[config.mk]
export PLATFORM = sky130hd
export DESIGN_NAME = rgpms_top
export DESIGN_NICKNAME = d
export VERILOG_FILES = /design/src/rtl/rgpms_pkg.sv /design/src/rtl/rgpms_sync.sv /design/src/rtl/rgpms_top.sv
export SDC_FILE = /design/constraint.sdc
export NUM_CORES = 1
export LEC_CHECK = 0
export ABC_AREA = 1
export BUFFER_PORTS_ARGS = -buffer_cell sky130_fd_sc_hd__buf_2
export CORE_ASPECT_RATIO = 0.5
export CORE_MARGIN = 2
export CORE_UTILIZATION = 48
export DETAILED_ROUTE_END_ITERATION = 7
export PLACE_DENSITY = 0.8
export SKIP_CTS_REPAIR_TIMING = 1
export SYNTH_ARGS = -nofsm -noshare
export SYNTH_HDL_FRONTEND = slang
export SYNTH_SLANG_ARGS = --single-unit
[constraint.sdc]
create_clock -name i_ref_clk -period 1.35 [get_ports i_ref_clk]
set_clock_uncertainty 0.05 [all_clocks]
set_input_delay 0.135 -clock i_ref_clk [delete_from_list [all_inputs] [get_ports i_ref_clk]]
set_output_delay 0.135 -clock i_ref_clk [all_outputs]
set_load 0.02 [all_outputs]
[src/rtl/rgpms_pkg.sv]
`default_nettype none
package rgpms_pkg;
    // slave-port address map
    localparam logic [15:0] ADDR_PLL_FIRST = 16'hf000;
    localparam logic [15:0] ADDR_PLL_LAST = 16'hf004;
    localparam logic [15:0] ADDR_CTRL_BASE = 16'hf000;
    localparam logic [15:0] ADDR_POWER_GATE_CLOCKS_PORTS_SRC = 16'hf050;
    localparam logic [15:0] ADDR_POWER_GATE_MIC_SPDIF_ADC = 16'hf051;
    localparam logic [15:0] ADDR_SEQ_STATUS = 16'hf0f0;

    // power-on defaults, a set bit keeps the block clocked
    localparam logic [15:0] RST_POWER_GATE_CLOCKS_PORTS_SRC = 16'h007f;
    localparam logic [15:0] RST_POWER_GATE_MIC_SPDIF_ADC = 16'h000f;
    localparam logic [15:0] MASK_POWER_GATE_CLOCKS_PORTS_SRC = 16'h007f;
    localparam logic [15:0] MASK_POWER_GATE_MIC_SPDIF_ADC = 16'h000f;

    // field positions of the first power gate register
    localparam int BIT_CLK_GEN1 = 0;
    localparam int BIT_CLK_GEN2 = 1;
    localparam int BIT_CLK_GEN3 = 2;
    localparam int BIT_SER_IN = 3;
    localparam int BIT_SER_OUT = 4;
    localparam int BIT_SRC_BANK0 = 5;
    localparam int BIT_SRC_BANK1 = 6;
    // field positions of the second power gate register
    localparam int BIT_PDM_MIC = 0;
    localparam int BIT_SPDIF_RX = 1;
    localparam int BIT_SPDIF_TX = 2;
    localparam int BIT_AUX_ADC = 3;

    // field positions of the status register
    localparam int BIT_STAT_SPI = 0;
    localparam int BIT_STAT_LOCK = 1;
    localparam int BIT_STAT_CNT_LO = 2;

    // mode switch sequence
    localparam int SS_FALLS_FOR_SPI = 3;
    localparam logic [1:0] SS_CNT_RESET = 2'h0;
    localparam int SRC_CHANNELS_PER_BANK = 8;

    typedef enum logic {MODE_I2C, MODE_SPI} rgpms_mode_e;

    // one register or memory access decoded by the protocol engine
    typedef struct packed {
        logic valid;
        logic write;
        logic [15:0] addr;
        logic [31:0] wdata;
    } rgpms_req_s;

    // clock enables of the optional blocks, plus the core enable, set whenever reset is released
    typedef struct packed {
        logic clk_gen1;
        logic clk_gen2;
        logic clk_gen3;
        logic ser_in;
        logic ser_out;
        logic src_bank0;
        logic src_bank1;
        logic pdm_mic;
        logic spdif_rx;
        logic spdif_tx;
        logic aux_adc;
        logic core;
    } rgpms_gate_s;
endpackage
`default_nettype wire

[src/rtl/rgpms_sync.sv]
`default_nettype none
// two-stage synchroniser for a group of independent levels
module rgpms_sync #(
    parameter int WIDTH = 1
) (
    input wire logic i_ref_clk,
    input wire logic i_rst_n,
    input wire logic [WIDTH-1:0] i_async,
    output logic [WIDTH-1:0] o_sync
);
    logic [WIDTH-1:0] meta_ff;
    logic [WIDTH-1:0] sync_ff;

    // first stage feeds only the second
    always_ff @(posedge i_ref_clk or negedge i_rst_n) begin
        if (!i_rst_n) begin
            meta_ff <= '0;
            sync_ff <= '0;
        end else begin
            meta_ff <= i_async;
            sync_ff <= meta_ff;
        end
    end

    assign o_sync = sync_ff;
endmodule
`default_nettype wire

[src/rtl/rgpms_top.sv]
// Contract
// - active-low reset input forces full reset
// - reset held low disables every block
// - registers hold defaults after reset release
// - memory contents untouched by reset
// - boots with reset tied permanently high; the code loads its register defaults and I2C mode only while i_rst_n is low
// - each optional block has own clock gate
// - first register gates clocks, ports, converters
// - second register gates mic, S/PDIF, ADC
// - converters gated in two eight-channel banks
// - port starts in I2C mode after reset
// - three slave-select falls switch to SPI
// - before lock only PLL registers accepted
// - after lock all registers and RAM open
// - external master reads, writes memory, registers
// - never I2C and SPI at once
// - registers sixteen bits, memory words thirty-two
`default_nettype none
module rgpms_top #(
    parameter logic [15:0] PG0_RESET = rgpms_pkg::RST_POWER_GATE_CLOCKS_PORTS_SRC,
    parameter logic [15:0] PG1_RESET = rgpms_pkg::RST_POWER_GATE_MIC_SPDIF_ADC
) (
    input wire logic i_ref_clk,
    input wire logic i_rst_n,
    input wire logic i_select_or_addr_bit_pin,
    input wire logic i_crystal_master_clock_input,
    input wire logic i_pll_locked,
    input wire rgpms_pkg::rgpms_req_s i_req,
    output rgpms_pkg::rgpms_req_s o_fwd,
    output logic o_fwd_is_mem,
    output logic o_rsp_valid,
    output logic [31:0] o_rsp_rdata,
    output logic o_req_ignored,
    output logic o_i2c_enable,
    output logic o_spi_enable,
    output rgpms_pkg::rgpms_gate_s o_gate
);
    import rgpms_pkg::*;

    logic [2:0] sync_in;
    logic ss_s;
    logic mclk_s;
    logic lock_s;
    logic ss_d_ff;
    logic mclk_d_ff;
    logic ss_fall;
    logic mclk_rise;
    logic low_open_ff;
    logic [1:0] ss_cnt_ff;
    rgpms_mode_e mode_ff;
    logic [15:0] pg0_ff;
    logic [15:0] pg1_ff;
    logic in_pll;
    logic is_mem;
    logic is_local;
    logic allowed;
    logic [15:0] rd_local;
    logic [15:0] status;

    // pin and analog inputs cross into the reference clock domain
    rgpms_sync #(.WIDTH(3)) u_sync (
        .i_ref_clk(i_ref_clk),
        .i_rst_n(i_rst_n),
        .i_async({~i_select_or_addr_bit_pin, i_crystal_master_clock_input, i_pll_locked}),
        .o_sync(sync_in)
    );

    // select travels inverted, so the cleared synchroniser reads as the idle-high pin
    // and no false fall follows reset
    assign ss_s = !sync_in[2];
    assign mclk_s = sync_in[1];
    assign lock_s = sync_in[0];

    // edge detection on synchronised levels
    always_ff @(posedge i_ref_clk or negedge i_rst_n) begin
        if (!i_rst_n) begin
            ss_d_ff <= 1'b1;
            mclk_d_ff <= 1'b0;
        end else begin
            ss_d_ff <= ss_s;
            mclk_d_ff <= mclk_s;
        end
    end

    assign ss_fall = ss_d_ff && !ss_s;
    assign mclk_rise = !mclk_d_ff && mclk_s;

    // a low pulse counts once a master clock edge is seen during it
    // a fall wins over a clear that lands in the same cycle
    always_ff @(posedge i_ref_clk or negedge i_rst_n) begin
        if (!i_rst_n) begin
            low_open_ff <= 1'b0;
        end else if (ss_fall) begin
            low_open_ff <= 1'b1;
        end else if (ss_s || mclk_rise) begin
            low_open_ff <= 1'b0;
        end
    end

    // count qualified falls, latch spi on the third until reset
    always_ff @(posedge i_ref_clk or negedge i_rst_n) begin
        if (!i_rst_n) begin
            ss_cnt_ff <= SS_CNT_RESET;
            mode_ff <= MODE_I2C;
        end else begin
            case (mode_ff)
                MODE_I2C: begin
                    if (low_open_ff && !ss_s && mclk_rise) begin
                        if (ss_cnt_ff == 2'(SS_FALLS_FOR_SPI - 1)) begin
                            mode_ff <= MODE_SPI;
                        end
                        ss_cnt_ff <= ss_cnt_ff + 2'h1;
                    end
                end
                MODE_SPI: begin
                    mode_ff <= MODE_SPI;
                end
                default: begin
                    mode_ff <= MODE_I2C;
                end
            endcase
        end
    end

    // exactly one protocol engine enabled after reset, none while reset is held
    always_ff @(posedge i_ref_clk or negedge i_rst_n) begin
        if (!i_rst_n) begin
            o_i2c_enable <= 1'b0;
            o_spi_enable <= 1'b0;
        end else begin
            o_i2c_enable <= (mode_ff == MODE_I2C);
            o_spi_enable <= (mode_ff == MODE_SPI);
        end
    end

    // address classification and lock gating
    // lock is trusted only after the synchroniser, so early requests are refused
    assign in_pll = (i_req.addr >= ADDR_PLL_FIRST) && (i_req.addr <= ADDR_PLL_LAST);
    assign is_mem = (i_req.addr < ADDR_CTRL_BASE);
    assign is_local = (i_req.addr == ADDR_POWER_GATE_CLOCKS_PORTS_SRC)
                   || (i_req.addr == ADDR_POWER_GATE_MIC_SPDIF_ADC)
                   || (i_req.addr == ADDR_SEQ_STATUS);
    assign allowed = in_pll || lock_s;

    // power gate registers, written only once the pll is locked
    // writes to the status word are dropped without an answer
    always_ff @(posedge i_ref_clk or negedge i_rst_n) begin
        if (!i_rst_n) begin
            pg0_ff <= PG0_RESET;
            pg1_ff <= PG1_RESET;
        end else if (i_req.valid && i_req.write && allowed) begin
            if (i_req.addr == ADDR_POWER_GATE_CLOCKS_PORTS_SRC) begin
                pg0_ff <= i_req.wdata[15:0] & MASK_POWER_GATE_CLOCKS_PORTS_SRC;
            end
            if (i_req.addr == ADDR_POWER_GATE_MIC_SPDIF_ADC) begin
                pg1_ff <= i_req.wdata[15:0] & MASK_POWER_GATE_MIC_SPDIF_ADC;
            end
        end
    end

    // read mux for the locally held registers
    assign status = {13'h0000, ss_cnt_ff[0], lock_s, (mode_ff == MODE_SPI)};
    always_comb begin
        rd_local = 16'h0000;
        case (i_req.addr)
            ADDR_POWER_GATE_CLOCKS_PORTS_SRC: rd_local = pg0_ff;
            ADDR_POWER_GATE_MIC_SPDIF_ADC: rd_local = pg1_ff;
            ADDR_SEQ_STATUS: rd_local = status;
            default: rd_local = 16'h0000;
        endcase
    end

    // local answers, refusals and forwarding to the rest of the map
    // a refused access touches neither the registers nor the forward path
    always_ff @(posedge i_ref_clk or negedge i_rst_n) begin
        if (!i_rst_n) begin
            o_fwd <= '0;
            o_fwd_is_mem <= 1'b0;
            o_rsp_valid <= 1'b0;
            o_rsp_rdata <= 32'h0000_0000;
            o_req_ignored <= 1'b0;
        end else begin
            o_fwd <= '0;
            o_rsp_valid <= 1'b0;
            o_req_ignored <= i_req.valid && !allowed;
            if (i_req.valid && allowed) begin
                if (is_local) begin
                    o_rsp_valid <= !i_req.write;
                    o_rsp_rdata <= {16'h0000, rd_local};
                end else begin
                    o_fwd <= i_req;
                    o_fwd_is_mem <= is_mem;
                end
            end
        end
    end

    // clock enables, all off while reset is held; memory has no reset path
    // each enable leaves its own flip-flop, one edge behind the register
    always_ff @(posedge i_ref_clk or negedge i_rst_n) begin
        if (!i_rst_n) begin
            o_gate <= '0;
        end else begin
            o_gate.clk_gen1 <= pg0_ff[BIT_CLK_GEN1];
            o_gate.clk_gen2 <= pg0_ff[BIT_CLK_GEN2];
            o_gate.clk_gen3 <= pg0_ff[BIT_CLK_GEN3];
            o_gate.ser_in <= pg0_ff[BIT_SER_IN];
            o_gate.ser_out <= pg0_ff[BIT_SER_OUT];
            o_gate.src_bank0 <= pg0_ff[BIT_SRC_BANK0];
            o_gate.src_bank1 <= pg0_ff[BIT_SRC_BANK1];
            o_gate.pdm_mic <= pg1_ff[BIT_PDM_MIC];
            o_gate.spdif_rx <= pg1_ff[BIT_SPDIF_RX];
            o_gate.spdif_tx <= pg1_ff[BIT_SPDIF_TX];
            o_gate.aux_adc <= pg1_ff[BIT_AUX_ADC];
            o_gate.core <= 1'b1;
        end
    end
endmodule
`default_nettype wire

Word level (Yosys, flattened, before mapping)
Cells that the tools add are included.
Widths: inputs -> output; s select.
{ "totals": {"reg_bits": 106, "word_cells": 75} }
{ "op_classes": {"addsub": 1, "n_eq_ne": 4, "n_lt_le_gt_ge": 3, "n_reduce_logical": 23, "bitwise": 3, "muxes": 10} }
{ "ops": {"columns": ["cell", "count"], "rows": [
  ["$mux 50", 2],
  ["$eq 16x16->1 const B", 3],
  ["$pmux 7 s3", 1],
  ["$ge 16x16->1 const B", 1],
  ["$le 16x16->1 const B", 1],
  ["$lt 16x16->1 const B", 1],
  ["$reduce_and 2->1", 5],
  ["$logic_and 1x1->1", 9],
  ["$mux 1", 6],
  ["$logic_not 1->1", 4],
  ["$logic_or 1x1->1", 4],
  ["$not 1->1", 3],
  ["$add 2x1->2 const B", 1],
  ["$eq 2x2->1 const B", 1],
  ["$pmux 1 s2", 1],
  ["$reduce_bool 2->1", 1]
]} }

Logic depth before layout (Yosys ltp)
{ "depth": {"depth_word": 5, "depth_mapped": 10} }

By module
Synthesis repeated with hierarchy kept, for this count alone.
{ "hier_totals": {"hier_cells": 368, "hier_area_um2": 3782.4} }
{ "by_module_without_submodules": {"columns": ["module", "cells_per_inst", "instances", "area_each_um2"], "rows": [
  ["rgpms_top", 362, 1, 3632.2],
  ["rgpms_sync", 6, 1, 150.1]
]} }

Worst setup path after synthesis
Ideal clock, no wire load.
{ "synth_path": {"path_kind": "input port to flip-flop", "start": "in i_req[33] in the netlist's numbering", "end": "reg o_fwd[46] in the netlist's numbering", "arrival_ns": 1.058, "slack_ns": 0.121, "path_buffers": 1, "setup_ns": 0.121, "stages": 9, "cell_sequence": "nor2_1 > nand2_1 > nor2_2 > nand2_1 > nand3_4 > inv_4 > buf_6 > nand2_1 > nor2_1"} }
{ "synth_via": {"elab_chain_cells": 5, "word_cells_on_any_way": 12, "cone_classes": "order compare (2); eq/ne (3); mux (2); reduce/logical (5)"} }
{ "synth_rtl": {"columns": ["element", "line", "rtl"], "rows": [
  ["start, declared", "rgpms_top.sv:28", "input wire rgpms_pkg::rgpms_req_s i_req,"],
  ["$ge 16x16->1 (tied with other cells)", "rgpms_top.sv:138", "assign in_pll = (i_req.addr >= ADDR_PLL_FIRST) && (i_req.addr <= ADDR_PLL_LAST);"],
  ["$logic_and 1x1->1 / $logic_or 1x1->1 (equally long branches)", "rgpms_top.sv:138, rgpms_top.sv:141", null],
  ["$logic_or 1x1->1 (on tied branches)", "rgpms_top.sv:143, rgpms_top.sv:142", null],
  ["$logic_and 1x1->1 / $mux 50 (equally long branches)", "rgpms_top.sv:186, rgpms_top.sv:187", null],
  ["$mux 50 *", "rgpms_top.sv:186", "if (i_req.valid && allowed) begin"],
  ["end signal, assigned", "rgpms_top.sv:191", "o_fwd <= i_req;"],
  ["end, declared", "rgpms_top.sv:29", "output rgpms_pkg::rgpms_req_s o_fwd,"]
]} }
Every way passes the cells marked *; elsewhere a longest branch is shown, timed or not.
A chain may end at the register's enable or synchronous reset.

Worst setup path after layout
{ "layout_path": {"start": "reg u_sync.sync_ff[0] (netlist: u_sync.o_sync[0])", "end": "reg o_fwd[39] in the netlist's numbering"} }
{ "layout_via": {"elab_chain_cells": 3} }
{ "layout_rtl": {"columns": ["element", "line", "rtl"], "rows": [
  ["start, declared", "rgpms_sync.sv:12", "logic [WIDTH-1:0] sync_ff;"],
  ["start signal, assigned", "rgpms_sync.sv:21", "sync_ff <= meta_ff;"],
  ["$logic_or 1x1->1", "rgpms_top.sv:143", "assign allowed = in_pll || lock_s;"],
  ["$logic_and 1x1->1", "rgpms_top.sv:186", null],
  ["$mux 50", "rgpms_top.sv:186", null]
]} }
No other way between the ends.

==> report_table.html <==
<table>
<tr><th>Metric</th><th>Value</th></tr>
<tr><th colspan="2">Timing</th></tr>
<tr><td>Maximum achievable frequency</td><td>809 MHz</td></tr>
<tr><td>Setup Viol. Count Final</td><td>0</td></tr>
<tr><td>Max-slew violation count</td><td>0</td></tr>
<tr><td>Number of endpoints with negative hold slack in the final report</td><td>1</td></tr>
<tr><td>Fraction of the cycle the final worst path needs</td><td>between 90 and 100%</td></tr>
<tr><td>Setup repair after global routing missed its margin</td><td>no</td></tr>
<tr><td>Minimum period implied by the final worst setup slack</td><td>~1200 ps</td></tr>
<tr><td>Post-route worst hold slack</td><td>-4.92 ps</td></tr>
<tr><td>Final sum of negative setup slack</td><td>0 ps</td></tr>
<tr><th colspan="2">Critical path</th></tr>
<tr><td>Cell occurring most often along the worst timing path</td><td>sky130_fd_sc_hd__nand2_4</td></tr>
<tr><td>Worst Setup Path Type</td><td>register to register</td></tr>
<tr><td>Data arrival time of the critical path</td><td>1400 ps</td></tr>
<tr><td>Endpoint of the worst register-to-register path</td><td>o_fwd[39]$_DFF_PN0_</td></tr>
<tr><td>Category of the worst setup path launch point</td><td>register</td></tr>
<tr><td>Slowest CP cell</td><td>sky130_fd_sc_hd__dfrtp_1</td></tr>
<tr><td>Worst reg2reg path startpoint</td><td>u_sync.o_sync[0]$_DFF_PN0_</td></tr>
<tr><td>Path depth of the worst reg2reg path</td><td>5</td></tr>
<tr><td>Data required time at the worst endpoint</td><td>1520 ps</td></tr>
<tr><td>Largest delay share family, worst path</td><td>flip-flops</td></tr>
<tr><td>Slowest cell delay on critical path</td><td>400 ps</td></tr>
<tr><td>Buf/Inv on CP</td><td>2</td></tr>
<tr><td>Endpoint type of the worst setup path</td><td>register</td></tr>
<tr><td>Critical path fanouts, max</td><td>19</td></tr>
<tr><td>Register-to-register setup slack</td><td>110 ps</td></tr>
<tr><td>Cell-by-cell trace of the critical path</td><td>inv_1, nand2_4, nand2_4, buf_4, nor2_1</td></tr>
<tr><th colspan="2">Finish</th></tr>
<tr><td>Final Core Density</td><td>71.4%</td></tr>
<tr><td>Most used cells in the layout excluding fill and tap cells</td><td>sky130_fd_sc_hd__buf_2 (127), sky130_fd_sc_hd__dfrtp_1 (85), sky130_fd_sc_hd__nand2_1 (82)</td></tr>
<tr><td>Area growth syn-to-layout</td><td>41.6%</td></tr>
<tr><td>Leading cell type in the layout, fill and taps excluded</td><td>sky130_fd_sc_hd__buf_2</td></tr>
<tr><td>Fraction of final layout cells with drive strength greater than 1</td><td>36.2%</td></tr>
<tr><td>Number of nets in the final layout</td><td>620</td></tr>
<tr><td>Diodes inserted</td><td>0</td></tr>
<tr><td>Final non-filler cell total</td><td>677</td></tr>
<tr><th colspan="2">Yosys</th></tr>
<tr><td>Top area cells in the synthesized netlist</td><td>sky130_fd_sc_hd__dfrtp_1 (57%), sky130_fd_sc_hd__dfstp_2 (8.4%), sky130_fd_sc_hd__nand2_1 (8.2%)</td></tr>
<tr><td>Number of distinct library cell variants in the gate-level netlist after synthesis</td><td>26</td></tr>
<tr><td>Number of flip-flops and latches in the synthesized netlist</td><td>97</td></tr>
<tr><td>Post-synthesis sequential area ratio</td><td>64.9%</td></tr>
<tr><td>Synth top area share</td><td>56.6%</td></tr>
<tr><td>Total number of yosys warnings</td><td>0</td></tr>
<tr><td>Synth Area per Inst</td><td>10.3 um2</td></tr>
<tr><td>Post-synthesis instance area</td><td>0.00376 mm2</td></tr>
<tr><td>Cell count after synthesis</td><td>between 300 and 400</td></tr>
<tr><td>Cell type with the highest aggregate area in the netlist</td><td>sky130_fd_sc_hd__dfrtp_1</td></tr>
<tr><th colspan="2">Die</th></tr>
<tr><td>Standard cell core area</td><td>between 0.007 and 0.008 mm2</td></tr>
<tr><td>Die H</td><td>66.6 um</td></tr>
<tr><td>Chip Width</td><td>between 100 and 150 um</td></tr>
<tr><td># rows</td><td>22</td></tr>
<tr><td>Starting density of the core</td><td>50.4%</td></tr>
<tr><td>Overall die area</td><td>approximately 0.0086 mm2</td></tr>
<tr><td>IO Pins</td><td>~150</td></tr>
<tr><th colspan="2">Routing</th></tr>
<tr><td>Initial DRC Count</td><td>201</td></tr>
<tr><td>Final routed wire length divided by cell count</td><td>12.9 um</td></tr>
<tr><td>Via density per instance</td><td>4.44</td></tr>
<tr><td>Final wirelength</td><td>8.74 mm</td></tr>
<tr><td>Final ANT Viol Nets</td><td>0</td></tr>
<tr><td>Routed via count</td><td>3004</td></tr>
<tr><td>Post-route DRC</td><td>0</td></tr>
<tr><td>Initial DRT Pass Iterations</td><td>5</td></tr>
<tr><th colspan="2">Power</th></tr>
<tr><td>Part of the total power dissipated in sequential elements</td><td>48.8%</td></tr>
<tr><td>Sw Share</td><td>between 20 and 25%</td></tr>
<tr><td>Power per Cell Area</td><td>1200 mW/mm2</td></tr>
<tr><td>Power Internal</td><td>4.85 mW</td></tr>
<tr><td>Combinational share of power</td><td>12.5%</td></tr>
<tr><td>Leakage power figure</td><td>3.07 nW</td></tr>
<tr><td>Net load switching power</td><td>1.54 mW</td></tr>
<tr><td>VDD IR max</td><td>0.771 mV</td></tr>
<tr><td>Share of power burned in the clock network</td><td>between 30% and 40%</td></tr>
<tr><td>Total chip power</td><td>approximately 6.4 mW</td></tr>
<tr><th colspan="2">Clocking</th></tr>
<tr><td>Worst-Skew Late Latency</td><td>340 ps</td></tr>
<tr><td>Register clock-pin slew on the reported worst setup and hold paths</td><td>60 ps</td></tr>
<tr><td>Level count of the clock H-tree</td><td>3</td></tr>
<tr><td>CTS max path bufs</td><td>2</td></tr>
<tr><td>Clock tree from TritonCTS</td><td>done</td></tr>
<tr><td>Sink Count</td><td>a little under 100</td></tr>
<tr><td>Number of buffers added by the clock tree synthesis step</td><td>9</td></tr>
<tr><td>Clock root buffer</td><td>sky130_fd_sc_hd__clkbuf_16</td></tr>
<tr><th colspan="2">Global route</th></tr>
<tr><td>Number of antenna violations at the first check in global routing</td><td>0</td></tr>
<tr><td>Overall Global Routing Usage</td><td>around 19%</td></tr>
<tr><td>Global-route wire length before repair</td><td>between 10 and 15 mm</td></tr>
<tr><td>Number of global-route vias before repair</td><td>2676</td></tr>
<tr><td>Overflow left after global routing</td><td>0</td></tr>
<tr><td>Largest net degree at the start of global routing</td><td>46</td></tr>
<tr><th colspan="2">Placement</th></tr>
<tr><td>Final GP Congestion</td><td>0.773</td></tr>
<tr><td>Cells after DPL</td><td>618</td></tr>
<tr><td>Dpl hpwl</td><td>5.71 mm</td></tr>
<tr><td>Port Buf Inserts</td><td>128</td></tr>
<tr><th colspan="2">Outcome</th></tr>
<tr><td>Status</td><td>complete, but fails checks</td></tr>
<tr><td>Violated checks</td><td>hold timing</td></tr>
<tr><th colspan="2">Hold path</th></tr>
<tr><td>Hold depth</td><td>3</td></tr>
<tr><td>End point of the worst hold path</td><td>o_fwd[35]$_DFF_PN0_</td></tr>
<tr><td>Class of the most critical hold timing path</td><td>input port to register</td></tr>
<tr><td>Hold path startpoint</td><td>i_req[35]</td></tr>
<tr><th colspan="2">Flow run</th></tr>
<tr><td>Max Cap Violations</td><td>0</td></tr>
</table>
## power by group through the flow
stage	registers (mW)	clock network [mW]	logic, mW
after floorplan	3.28	0	0.299
after global placement	3.16	0	0.679
after detailed placement	3.17	0	0.702
after CTS	3.12	2.52	0.704
after global routing	3.13	2.66	0.878
final	3.12	2.47	0.800
## per-stage QoR
stage / setup slack, ps / instance area [um2]
floorplan: 121 / 3850
global placement: -64.8 / 4600
detailed placement: -124 / 4600
CTS: 113 / 4900
global route: 33.1 / 5330
finish: 115 / 5330
## cells in the mapped netlist
master,n
sky130_fd_sc_hd__dfrtp_1,85
sky130_fd_sc_hd__nand2_1,82
sky130_fd_sc_hd__nor2_1,60
sky130_fd_sc_hd__inv_1,29
sky130_fd_sc_hd__buf_4,25
sky130_fd_sc_hd__nand3_1,24
sky130_fd_sc_hd__dfstp_2,12
sky130_fd_sc_hd__o21ai_2,7
sky130_fd_sc_hd__o21ai_0,6
sky130_fd_sc_hd__buf_2,5
sky130_fd_sc_hd__nor2_2,5
sky130_fd_sc_hd__buf_6,4
sky130_fd_sc_hd__nand2_2,3
sky130_fd_sc_hd__nand3_2,3
sky130_fd_sc_hd__conb_1,2
sky130_fd_sc_hd__inv_2,2
sky130_fd_sc_hd__nand2_4,2
sky130_fd_sc_hd__nand4_1,2
sky130_fd_sc_hd__a21oi_2,1
sky130_fd_sc_hd__ha_1,1
sky130_fd_sc_hd__inv_4,1
sky130_fd_sc_hd__nand3_4,1
sky130_fd_sc_hd__nor2_4,1
sky130_fd_sc_hd__nor3_1,1
sky130_fd_sc_hd__o21bai_1,1
sky130_fd_sc_hd__xor2_1,1
## how the worst max path moves through the flow
stage,from,endpoint,slack [ps],cells after the start
final,u_sync.o_sync[0]$_DFF_PN0_,o_fwd[39]$_DFF_PN0_,110,5
after CTS,u_sync.o_sync[0]$_DFF_PN0_,o_fwd[39]$_DFF_PN0_,110,5
after global routing,u_sync.o_sync[0]$_DFF_PN0_,o_fwd[39]$_DFF_PN0_,30,5
after global placement,i_req[41],o_fwd_is_mem$_DFFE_PN0P_,-60,9
after floorplan,i_req[33],o_fwd[46]$_DFF_PN0_,120,9
after detailed placement,i_req[41],pg0_ff[2]$_DFFE_PN1P_,-120,10
## cell type report
type / instances / area (um2)
sequential: 97 / 2440
fill: 560 / 2130
timing repair buffer: 197 / 1310
multi-input combinational: 227 / 1030
clock buffer: 12 / 246
tap: 108 / 135
inverter: 32 / 123
clock inverter: 4 / 45.0
## flip-flops by register name, summed over array words and instances (netlist names)
signal / count
o_fwd: 50
o_gate: 12
o_rsp_rdata: 7
pg0_ff: 7
pg1_ff: 4
u_sync.meta_ff: 3
u_sync.o_sync: 3
ss_cnt_ff: 2
low_open_ff: 1
mclk_d_ff: 1
mode_ff: 1
o_fwd_is_mem: 1
o_i2c_enable: 1
o_req_ignored: 1
o_rsp_valid: 1
o_spi_enable: 1
ss_d_ff: 1
## tightest hold or removal path: cells and delay by family
| kind | cells | cell delay, ps |
|---|---|---|
| buffers and inverters | 2 | 170 |
| AND/OR/NAND/NOR | 1 | 50 |
## per-layer routing
metal	track usage, %	wire, um	up-vias
li1	-	-	1464
met1	22.6	3580	1425
met2	33.1	4530	99
met3	5.86	461	16
met4	9.10	174	0
met5	0	0	-
## cells by family after synthesis
group                      Yosys count  share of synthesized area (%)
and+or+nand+nor                    184                           21.3
xor gates and xnor gates             1                          0.233
other                                2                          0.200
DFF                                 97                           64.9
AOI/OAI and AO/OA                   15                           2.86
buffers and inverters               66                           10.1
adders and majority gates            1                          0.333
(Power assumes the default switching activity.)
